===== src/rtl/scpu_pkg.sv =====
// Purpose: shared constants and types for the sensor cpu execution block
// Assumes: 16-bit datapath, 16 registers, 16 ports, byte-wide opcodes
// Notes: no documented reset values; zero is used throughout
package scpu_pkg;
    localparam int unsigned DATA_W = 16;
    localparam int unsigned PC_W = 16;
    localparam logic [3:0] REG_FETCH_POINTER = 4'h0;
    localparam logic [3:0] REG_ACCUMULATOR = 4'h1;
    localparam logic [3:0] REG_GENERAL_TWO = 4'h2;
    localparam logic [3:0] REG_MULTIPLICAND = 4'h3;
    localparam logic [3:0] REG_MULTIPLIER = 4'h4;
    localparam logic [3:0] REG_BRANCH_INDEX = 4'h5;
    localparam logic [3:0] REG_GENERAL_UPPER = 4'h6;
    localparam logic [3:0] PORT_MODULE_DATA = 4'hd;
    localparam logic [3:0] PORT_MODULE_ADDRESS = 4'he;
    localparam logic [3:0] PORT_MODULE_CONTROL = 4'hf;
    localparam int unsigned CTRL_START_BIT = 15;
    localparam int unsigned CTRL_READ_BIT = 14;
    localparam int unsigned MOD_ADDR_W = 8;
    localparam logic [3:0] OPC_BRANCH_IF_NONZERO = 4'hc;
    localparam logic [3:0] OPC_READ_PORT = 4'hd;
    localparam logic [3:0] OPC_WRITE_PORT = 4'he;
    localparam logic [7:0] OPC_MULTIPLY = 8'hf3;
    localparam logic [15:0] INDEX_ZERO = 16'h0000;
    localparam logic [15:0] WORD_RESET = 16'h0000;
    localparam logic [4:0] MULT_CYCLES = 5'h10;

    typedef enum logic [1:0] {
        SCPU_FETCH = 2'b00,
        SCPU_MULT = 2'b01,
        SCPU_MODULE = 2'b10
    } scpu_state_t;

    typedef struct packed {
        logic start;
        logic read;
        logic [7:0] addr;
        logic [15:0] wdata;
    } scpu_mod_req_t;

    typedef struct packed {
        logic done;
        logic [15:0] rdata;
    } scpu_mod_rsp_t;

    typedef struct packed {
        scpu_state_t state;
        logic [15:0] pc;
        logic [15:0][15:0] regs;
        logic [15:0][15:0] ports;
        logic [4:0] mcount;
        logic [31:0] prod;
        logic illegal;
    } scpu_state_s_t;
endpackage


===== src/rtl/scpu_exec.sv =====
// Purpose: execution of branch-if-nonzero, port moves and multiply
// Assumes: program memory answers combinationally on prog_addr
// Notes: other opcodes are treated as no-operation; only those with high nibble fh are flagged
//
// Contract
// - nonzero index adds operand, else pc plus one
// - next fetch uses updated counter only
// - read port copies port to accumulator
// - write port copies accumulator to port
// - any of sixteen ports; writing port fh with bit15 set also starts a module access
// - multiply opcode f3h, register field 3h
// - sixteen-cycle product plus starting accumulator, high to accumulator, low multiplier
// - multiplicand kept, multiplier gets low word
// - register 0h is the fetch pointer
// - register 1h is the accumulator
// - registers 3h, 4h multiply operands, else general
// - register 5h is the branch index
// - registers 2h, 6h-fh plain storage
// - control port bit15 starts, bit14 selects read
// - address port low byte, data port read overwrite
`timescale 1ns/10ps
`default_nettype none
module scpu_exec
    import scpu_pkg::*;
(
    // clock and reset
    input wire logic mclk,
    input wire logic rst,
    // program memory
    output logic [15:0] prog_addr,
    input wire logic [7:0] prog_data,
    // module port side
    output scpu_pkg::scpu_mod_req_t mod_req,
    input wire scpu_pkg::scpu_mod_rsp_t mod_rsp,
    // status
    output logic busy,
    output logic illegal_op,
    output logic [15:0] program_counter,
    output logic [15:0] accumulator_reg
);
    import scpu_pkg::*;

    scpu_state_s_t s_q;
    scpu_state_s_t s_d;
    logic [3:0] op_hi;
    logic [3:0] op_x;
    logic [16:0] mult_sum;

    function automatic logic is_multiply(input logic [7:0] op);
        is_multiply = (op == OPC_MULTIPLY);
    endfunction

    assign op_hi = prog_data[7:4];
    assign op_x = prog_data[3:0];
    // one spare bit so the add carry reaches the product high word
    assign mult_sum = {1'b0, s_q.prod[31:16]} + {1'b0, s_q.regs[REG_MULTIPLICAND]};

    // ------------------------------------------------------------
    // next state
    // ------------------------------------------------------------
    always_comb begin
        s_d = s_q;
        case (s_q.state)
            SCPU_FETCH: begin
                if (is_multiply(prog_data)) begin
                    // shift-add keeps area small; 16 cycles matches timing
                    s_d.state = SCPU_MULT;
                    s_d.mcount = '0;
                    s_d.prod = {s_q.regs[REG_ACCUMULATOR], s_q.regs[REG_MULTIPLIER]};
                end else begin
                    s_d.pc = s_q.pc + 16'h0001;
                    case (op_hi)
                        OPC_BRANCH_IF_NONZERO: begin
                            if (s_q.regs[REG_BRANCH_INDEX] != INDEX_ZERO) begin
                                s_d.pc = s_q.pc + s_q.regs[op_x];
                            end
                        end
                        OPC_READ_PORT: begin
                            s_d.regs[REG_ACCUMULATOR] = s_q.ports[op_x];
                        end
                        OPC_WRITE_PORT: begin
                            s_d.ports[op_x] = s_q.regs[REG_ACCUMULATOR];
                            if (op_x == PORT_MODULE_CONTROL
                                && s_q.regs[REG_ACCUMULATOR][CTRL_START_BIT]) begin
                                s_d.state = SCPU_MODULE;
                            end
                        end
                        default: begin
                            s_d.illegal = s_q.illegal | (op_hi == 4'hf);
                        end
                    endcase
                end
            end
            SCPU_MULT: begin
                // prod holds partial product high and remaining multiplier low
                if (s_q.prod[0]) begin
                    s_d.prod = {mult_sum, s_q.prod[15:1]};
                end else begin
                    s_d.prod = {1'b0, s_q.prod[31:1]};
                end
                s_d.mcount = s_q.mcount + 5'h01;
                if (s_q.mcount == MULT_CYCLES - 5'h01) begin
                    s_d.state = SCPU_FETCH;
                    s_d.regs[REG_ACCUMULATOR] = s_d.prod[31:16];
                    s_d.regs[REG_MULTIPLIER] = s_d.prod[15:0];
                    s_d.pc = s_q.pc + 16'h0001;
                end
            end
            SCPU_MODULE: begin
                if (mod_rsp.done) begin
                    s_d.state = SCPU_FETCH;
                    s_d.ports[PORT_MODULE_CONTROL][CTRL_START_BIT] = 1'b0;
                    if (s_q.ports[PORT_MODULE_CONTROL][CTRL_READ_BIT]) begin
                        s_d.ports[PORT_MODULE_DATA] = mod_rsp.rdata;
                    end
                end
            end
            default: begin
                s_d.state = SCPU_FETCH;
            end
        endcase
        // pointer register mirrors the fetch address
        s_d.regs[REG_FETCH_POINTER] = s_d.pc;
    end

    always_ff @(posedge mclk) begin
        if (rst) begin
            s_q <= '0;
        end else begin
            s_q <= s_d;
        end
    end

    // ------------------------------------------------------------
    // outputs
    // ------------------------------------------------------------
    assign prog_addr = s_q.pc;
    assign busy = (s_q.state != SCPU_FETCH);
    assign illegal_op = s_q.illegal;
    assign program_counter = s_q.pc;
    assign accumulator_reg = s_q.regs[REG_ACCUMULATOR];
    assign mod_req.start = (s_q.state == SCPU_MODULE);
    assign mod_req.read = s_q.ports[PORT_MODULE_CONTROL][CTRL_READ_BIT];
    assign mod_req.addr = s_q.ports[PORT_MODULE_ADDRESS][MOD_ADDR_W-1:0];
    assign mod_req.wdata = s_q.ports[PORT_MODULE_DATA];
endmodule
`default_nettype wire


===== config.mk =====
export PLATFORM = sky130hd
export DESIGN_NAME = scpu_exec
export DESIGN_NICKNAME = d
export VERILOG_FILES = /design/src/rtl/scpu_pkg.sv /design/src/rtl/scpu_exec.sv
export SDC_FILE = /design/constraint.sdc
export NUM_CORES = 1
export LEC_CHECK = 0
export BUFFER_PORTS_ARGS = -buffer_cell sky130_fd_sc_hd__clkbuf_2
export CORE_ASPECT_RATIO = 0.75
export CORE_MARGIN = 8
export CORE_UTILIZATION = 60
export CTS_CLUSTER_SIZE = 12
export DETAILED_ROUTE_END_ITERATION = 16
export PLACE_DENSITY = 0.86
export SYNTH_ARGS = -nofsm -noshare
export SYNTH_HDL_FRONTEND = slang
export SYNTH_SLANG_ARGS = --single-unit
export TNS_END_PERCENT = 20

===== constraint.sdc =====
create_clock -name mclk -period 2.2 [get_ports mclk]
set_clock_uncertainty 0.05 [all_clocks]
set_input_delay 0.11 -clock mclk [delete_from_list [all_inputs] [get_ports mclk]]
set_output_delay 0.11 -clock mclk [all_outputs]
set_load 0.05 [all_outputs]

**Word-level counts from Yosys, hierarchy flattened**

Index checks and enable logic that the tools add are counted.

- Word-level logic and storage cells: 91
- Register bits after elaboration: 344
- Input bits: 27
- Output and inout bits: 76

- Mux-type cells: 26
- Add/subtract/negate cells: 2
- Reductions and logical operators: 16
- Order comparisons: 2
- Bitwise logic cells: 3
- Equal/unequal tests: 18

Operators with widths:

| cell | count |
|---|---|
| $mux W256 | 2 |
| $bwmux W256 | 1 |
| $mux W16 | 8 |
| $pmux W16 S2 | 3 |
| $pmux W37 S2 | 1 |
| $bmux W16 S4 | 1 |
| $demux W16 S4 | 1 |
| $mux W37 | 1 |
| $eq A4 B4 Y1 const B | 5 |
| $mux W18 | 1 |
| $add A16 B1 Y16 const B | 1 |
| $reduce_and A4 Y1 | 3 |
| $reduce_and A3 Y1 | 3 |
| $eq A8 B8 Y1 const B | 1 |
| $mux W2 | 4 |
| $ne A2 B1 Y1 const B | 4 |
| $ne A2 B2 Y1 const B | 3 |
| $pmux W2 S3 | 1 |
| $reduce_bool A2 Y1 | 3 |
| $add A5 B1 Y5 const B | 1 |
| $eq A5 B4 Y1 const B | 1 |
| $lt A4 B5 Y1 const B | 1 |
| $reduce_and A5 Y1 | 1 |
| $ge A4 B1 Y1 const B | 1 |
| 12 further kinds | 15 |

**Logic depth before layout (Yosys ltp)**

Gate-level depths: netlist of run 1.

- Depth in word-level cells: 8
- Depth in mapped cells: 9
- Depth with buffers taken out: 7

**Worst setup path after synthesis of run 1**

Ideal clock, no wire load.

- Path type: register -> register
- From: reg s_q[33] (netlist name)
- To: reg s_q, in the netlist accumulator_reg[0]
- Data required time: 2.008 ns
- Stages on the path, launching flop included: 10
- Library setup time: 0.142 ns
- Clock period less this slack: 2.011 ns
- Slack: 0.189 ns
- Path buffers: 2
- Arrival time: 1.819 ns
- Cells stage by stage: dfxtp_1 -> ha_1 -> and3_1 -> ha_1 -> nand2_1 -> o21ai_1 -> and2_1 -> clkbuf_1 -> clkbuf_1 -> a311oi_1

- Longest elaborated chain between the ends: 3

RTL lines:

| element | RTL line | source |
|---|---|---|
| start, declared | scpu_exec.sv:43 | `scpu_state_s_t s_q;` |
| start signal, assigned | scpu_exec.sv:128 | `s_q <= '0;` |
| start signal, assigned | scpu_exec.sv:130 | `s_q <= s_d;` |
| $eq A5 B4 Y1 | scpu_exec.sv:102 | `if (s_q.mcount == MULT_CYCLES - 5'h01) begin` |
| $ne A2 B2 Y1 (no line) | - |  |
| $reduce_and A4 Y1 (no line) | - |  |

Every way passes these cells.
A chain may end at the register's enable or synchronous reset.

**Worst setup path in the final report of run 1**

- From: reg s_q[567] (netlist name)
- To: reg s_q[145] (netlist name)

- Longest elaborated chain between the ends: 2

RTL lines:

| element | RTL line | source |
|---|---|---|
| $logic_not A2 Y1 | scpu_exec.sv:63 | `case (s_q.state)` |
| $reduce_and A3 Y1 (no line) | - |  |

Every way passes these cells.

==> metrics.txt, run 1 <==
# IOs=103; kind of critical path=flip-flop to flip-flop; Final HPWL DP=between 20 and 25 mm; Comb power frac=0.060; max reg flops=269; Nets=1532; Internal=8.506 mW; Pleak=~6.4 nW; top_reg_cell synth=dfxtp_1; Final Hold Viols=0; clk buf depth=3; fin crit period=2.092 ns; IO Port Bufs=102; Yosys reg bits=311; initial antenna violation count=0; Area contributors post-synth=dfxtp_1, mux2i_1, nor2_1; Hold Path Class=input port to flip-flop; DRC=0; final std cells w/o fill=roughly 1800; TritonCTS clock tree=yes; Worst Reg-to-Reg Cells=7; number of diodes=0; Finish-stage setup viols=0; RSZ-0062 raised after global routing=no; part of the power in registers=0.513; first-pass GRT wire length=59.19 mm; Die Wd=195.8 um; Synth async-reset ratio=0; Reg clk slew, reported paths=0.06 ns; Post-synth EDFFs=0; r2r endpoint=s_q[145]; library cells used by synthesis=51; htree depth=1; per-cell routed wire length=20.31 um; Syn Inst Count=between 1000 and 1500; hold slack final=0.04408 ns; first-pass detailed-route iteration total=5; Avg Synthesized Cell Area=about 10 sq um; fin crit share=0.9509; Root Buffer=clkbuf_16; Initial Util=0.6085; Core Box Area=23910 sq um; hold depth=4; VDD IR max=a little under 0.9 mV; layout cells sized above 1=0.1866; Slew headroom=0.5255; post-synth top area share=0.4279; routed wire length=36.90 mm; count of max-cap constraint violations=0; Remaining Overflow, GRT=0; gr usage total=0.2407; Startpoint Class=flip-flop; clock buffer count from CTS=31; Least-Margin Pin Slew=0.7108 ns; largest net degree at the start of global routing=83; post-DR vias/cell=6.274; synth-to-layout area growth=10.65%; Hold Path Sink=illegal_op; endpoint class of the critical path=flip-flop; CP required=approximately 2.6 ns; clock latency on the worst-skew pair=0.56 ns; Row Count=around 50; RR Startpoint=s_q[567]; DR vias=11399; P_sw=2.584 mW; Data arrival, critical path=about 2.5 ns; Hold Crit Start=prog_data[5]; chip height=150.9 um; clock network power share=0.427; fmax=0.4780 GHz; Clock Sinks=311; PD cells=688.8 nW/um^2; post-synthesis instance area=14550 sq um; Yosys warning count=0; Sw Share=0.2330; final worst slack=0.1081 ns; Max Transition Viols Final=0; sequential area share after synthesis=0.4279; cell taking the most area after synthesis=dfxtp_1; Post-Route Setup TNS=0 ns; vias in the first global route=11280; DR iter-0 viols=1027; critical path fanouts, max=16; post-synth net total=1513; placed cells=1754; Final ANT Viol Nets=0; flop2flop setup slack=0.11 ns; status=finished clean; dpl ws=around 0.057 ns; final RePlAce weighted congestion=0.8594; die area=approximately 30000 sq um
## cells in the mapped netlist (2+ instances only)
master,n
ha_1,3
o22ai_1,16
a311oi_1,15
nor4_4,8
a31oi_1,15
and4_1,5
a22oi_1,32
inv_1,5
nand2b_1,7
buf_1,13
clkbuf_1,80
dfxtp_1,311
mux2i_1,281
nor2b_1,8
buf_2,23
nor2_1,250
nand4_1,6
nand4b_1,2
and3_1,2
mux4_2,36
and2_1,17
a211oi_1,4
nand3_1,9
a21oi_1,78
or3_1,3
buf_6,10
or4_1,13
nor4_1,2
o21ai_0,19
buf_4,85
nand2_1,59
o31ai_1,13
mux2_2,14
or4b_1,3
nor3_1,20
## worst max-delay path: stages, from the launching register on
cell,delay (ns)
dfxtp_1,0.41
nor2_4,0.24
inv_2,0.12
buf_4,0.23
nor4_4,0.34
buf_12,0.23
mux2i_1,0.28
nor2_1,0.07
## repair_timing
| item | CTS | global route |
|---|---|---|
| resized for setup | 0 | 5 |
| hold buffers | 21 | 0 |
| endpoints found under the setup margin | 0 | 12 |
| buffers inserted | 0 | 0 |
| endpoints found under the hold margin | 80 | 0 |
## cell families after synthesis
logic type / count (synthesis) / share of synthesized area
multiplexers: 332 / 0.2606
flip-flops: 311 / 0.4279
AO/OA/AOI/OAI: 197 / 0.08393
buffers and inverters: 218 / 0.08530
AND/OR/NAND/NOR: 421 / 0.1390
adder cells (fa/ha/maj): 3 / 0.002580
XOR/XNOR: 1 / 0.0006021
## cells in the final DEF, fill, tap and decap left out, drive strengths merged, types with 2 or more instances in the layout
master,synthesis,final
nor2,251,251
or3,3,3
nand4b,3,3
dfxtp,311,311
or4,13,13
ha,3,3
nor4,10,10
nand4,6,6
a311oi,15,15
mux2,15,15
mux2i,281,281
a31oi,15,15
clkbuf,80,137
clkinv,1,3
and2,17,17
nor2b,8,8
mux4,36,36
o22ai,16,16
nand2b,7,7
a211oi,4,4
or4b,3,3
inv,6,8
dlygate4sd3,0,21
and4,5,5
a21oi,78,78
nand2,59,59
and3,2,2
o21ai,20,20
buf,131,77
nor3,21,21
a22oi,32,32
o31ai,14,14
nand3,9,9
## power by group through the flow
stage / clock, mW / sequential, mW / combinational [mW]
4_1_cts: 4.76 / 5.69 / 0.656
5_1_grt: 4.99 / 5.69 / 0.703
2_1_floorplan: 0 / 5.79 / 0.478
6_report: 4.73 / 5.69 / 0.669
3_3_place_gp: 0 / 5.81 / 0.612
3_5_place_dp: 0 / 5.81 / 0.621
## stage by stage
step | power [mW] | util | instance area, sq um
6_report | 11.09 | 0.6733 | 16100
5_1_grt | 11.39 | 0.6733 | 16100
4_1_cts | 11.10 | 0.6724 | 16080
3_5_place_dp | 6.433 | 0.6275 | 15000
3_3_place_gp | 6.423 | 0.6275 | 15000
2_1_floorplan | 6.264 | - | 14550
## metal layers
metal,up-vias,GRT usage,part of all wire
li1,5183,-,-
met2,487,0.4029,0.47
met4,0,0.07977,0.026
met5,-,0,0
met3,94,0.04574,0.076
met1,5635,0.3115,0.43
## layout make-up
class	count	area, sq um
clock buffers	38	832.0
well taps	306	382.9
inverters	7	26.28
flip-flops and latches	311	6226
repair buffers	197	1491
clock inverters	4	30.03
fillers	1660	7811
multi-input cells	954	7111
## worst max path at each step
stage          depth (start not counted)            endpoint  slack (ns)  startpoint
2_1_floorplan                          9  accumulator_reg[0]        0.19     s_q[33]
3_3_place_gp                           7            s_q[302]        0.10     s_q[33]
3_5_place_dp                           7            s_q[302]        0.06     s_q[33]
4_1_cts                                7            s_q[302]      0.0003     s_q[33]
5_1_grt                                8            s_q[305]        0.03     s_q[33]
6_report                               7            s_q[145]        0.11    s_q[567]
(Power assumes the default switching activity.)
==> inputs of run 2 (changes only) <==
--- a/config.mk
+++ b/config.mk
@@ -9,6 +9,7 @@
 export CORE_ASPECT_RATIO = 0.75
 export CORE_MARGIN = 8
 export CORE_UTILIZATION = 60
+export CTS_BUF_LIST = sky130_fd_sc_hd__clkbuf_4 sky130_fd_sc_hd__clkbuf_8
 export CTS_CLUSTER_SIZE = 12
 export DETAILED_ROUTE_END_ITERATION = 16
 export PLACE_DENSITY = 0.86
==> run 2 against run 1 <==
Against the previous run:
- clock power increased by 7.6%
- critical path depth stayed put
- flip-flop and latch count did not move
- count of clock-buffer cells in the layout is 33 higher
- first-iteration DRC count rose by 9.2%
- via count rose by 1.8%
- final cell count increased by 2.1%
- global-route usage is 1.1 points higher
- design area increased by 0.96%
- sequential share of layout area is 0.37 points lower
- maximum frequency down 0.65%
- sequential power barely moved
==> metrics.txt, run 2 (synthesis gave the netlist of run 1 again) <==
status=finished clean (unchanged); Levels on crit path=7 (unchanged); most frequent cells in the layout=dfxtp_1, mux2i_1, nor2_1 (unchanged); post-DR vias/cell=6.249 (was 6.274); critical path fanouts, max=15 (was 16); flop2flop setup slack=0.09 ns (was 0.11 ns); chip height=150.9 um (unchanged); htree depth=2 (was 1); die area=29540 sq um (unchanged); clock buffer count from CTS=46 (was 31); r2r endpoint=s_q[280] (was s_q[145]); Final HPWL DP=23.54 mm (unchanged); Internal=8.704 mW (was 8.506 mW); P_sw=2.747 mW (was 2.584 mW); Worst Reg-to-Reg Cells=7 (unchanged); Critical-path top delay cell=nor4_4 (was dfxtp_1); VDD IR max=0.5955 mV (was 0.8901 mV); TritonCTS clock tree=yes (unchanged); Data arrival, critical path=2.50 ns (was 2.48 ns); RSZ-0062 raised after global routing=no (unchanged); Nets=1548 (was 1532); initial antenna violation count=0 (unchanged); first-pass GRT wire length=61.25 mm (was 59.19 mm); Slew headroom=0.5340 (was 0.5255); dpl ws=0.05690 ns (unchanged); clk buf depth=3 (unchanged); Core Box Area=23910 sq um (unchanged); Initial Util=0.6085 (unchanged); max reg flops=269 (unchanged); Post-DP Area=15000 sq um (unchanged); Post-Route Setup TNS=0 ns (unchanged); worst-path cell chain=nor2_4 > inv_2 > buf_4 > nor4_4 > buf_12 > mux2i_1 > nor2_1 (unchanged); crit path from=s_q[567] (unchanged); clock network power share=0.444 (was 0.427); PD cells=704.5 nW/um^2 (was 688.8 nW/um^2); worst setup path end=s_q[280] (was s_q[145]); largest net degree at the start of global routing=83 (unchanged); Comb power frac=0.059 (was 0.060); Die Wd=195.8 um (unchanged); gr usage total=0.2517 (was 0.2407); part of the power in registers=0.497 (was 0.513); DR iter-0 viols=1121 (was 1027); Tot Pwr=11.45 mW (was 11.09 mW); IO Port Bufs=102 (unchanged); fmax=0.4749 GHz (was 0.4780 GHz); per-cell routed wire length=20.63 um (was 20.31 um); Remaining Overflow, GRT=0 (unchanged); final RePlAce weighted congestion=0.8594 (unchanged); layout cells sized above 1=0.2090 (was 0.1866); synth-to-layout area growth=11.71% (was 10.65%); Startpoint Class=flip-flop (unchanged); # IOs=103 (unchanged); commonest non-fill, non-tap cell in the layout=dfxtp_1 (unchanged); Clock Sinks=311 (unchanged); Finish-stage setup viols=0 (unchanged); DR vias=11599 (was 11399); Sw Share=0.2399 (was 0.2330); count of max-cap constraint violations=0 (unchanged); Row Count=49 (unchanged); Final Hold Viols=0 (unchanged); vias in the first global route=11650 (was 11280); fin crit share=0.9571 (was 0.9509); post-layout util=0.6798 (was 0.6733); Pleak=6.490 nW (was 6.382 nW); first-pass detailed-route iteration total=5 (unchanged); hold slack final=0.04193 ns (was 0.04408 ns); final std cells w/o fill=1856 (was 1817); Least-Margin Pin Slew=0.6981 ns (was 0.7108 ns); Hold Path Class=input port to flip-flop (unchanged); clock latency on the worst-skew pair=0.59 ns (was 0.56 ns); RR Startpoint=s_q[567] (unchanged); max incr delay on CP=0.42 ns (was 0.41 ns); Root Buffer=clkbuf_8 (was clkbuf_16); CP required=2.59 ns (was 2.58 ns); endpoint class of the critical path=flip-flop (unchanged); final worst slack=0.09433 ns (was 0.1081 ns); routed wire length=38.28 mm (was 36.90 mm); Final ANT Viol Nets=0 (unchanged); CP Buf/Inv Count=3 (unchanged); placed cells=1754 (unchanged); fin crit period=2.106 ns (was 2.092 ns); Reg clk slew, reported paths=0.07 ns (was 0.06 ns); DRC=0 (unchanged); Max Transition Viols Final=0 (unchanged); kind of critical path=flip-flop to flip-flop (unchanged); Largest delay share family, worst path=simple AND/OR/NAND/NOR gates (unchanged); design area=16250 sq um (was 16100 sq um); number of diodes=0 (unchanged)
==> run 2: worst reg2reg max path: stages, from the launching register on <==
cell	delay [ns]
dfxtp_1	0.40
nor2_4	0.23
inv_2	0.11
buf_4	0.23
nor4_4	0.42
buf_12	0.23
mux2i_1	0.24
nor2_1	0.06
==> run 2: how the worst min path moves through the flow <==
stage,startpoint,to,slack [ns],depth (start not counted)
final,prog_data[0],s_q[567],0.04,5
after global routing,prog_data[0],s_q[567],0.07,5
after CTS,prog_data[0],s_q[567],0.03,5
after detailed placement,mod_rsp[16],s_q[293],0.29,2
after global placement,mod_rsp[16],s_q[293],0.29,2
after floorplan,mod_rsp[16],s_q[293],0.16,1
==> run 2: repair_timing <==
action                                  4_1_cts  5_1_grt
setup buffers                                 0        0
hold endpoints to repair                     81        0
hold buffers                                 22        0
endpoints found under the setup margin        0       13
resized for setup                             0        5
==> run 2: cell type report <==
| type | count | area [sq um] |
|---|---|---|
| clock inverters | 9 | 117.6 |
| inverters | 7 | 26.28 |
| multi-input cells | 954 | 7111 |
| well taps | 306 | 382.9 |
| fillers | 1656 | 7656 |
| repair buffers | 198 | 1501 |
| clock buffers | 71 | 889.6 |
| flip-flops and latches | 311 | 6226 |
==> run 2: power groups by stage <==
| stage | Clock, mW | Combinational, mW | Sequential [mW] |
|---|---|---|---|
| CTS | 5.11 | 0.658 | 5.69 |
| floorplan | 0 | 0.478 | 5.79 |
| global route | 5.40 | 0.706 | 5.69 |
| detailed placement | 0 | 0.621 | 5.81 |
| global placement | 0 | 0.612 | 5.81 |
| finish | 5.09 | 0.673 | 5.69 |
==> run 2: routing by layer <==
metal	global-route usage	routed length, um	up-vias
met3	0.04840	3261	118
met1	0.3177	15900	5672
met2	0.4214	17930	587
li1	-	-	5222
met4	0.1051	1189	0
met5	0	0	-
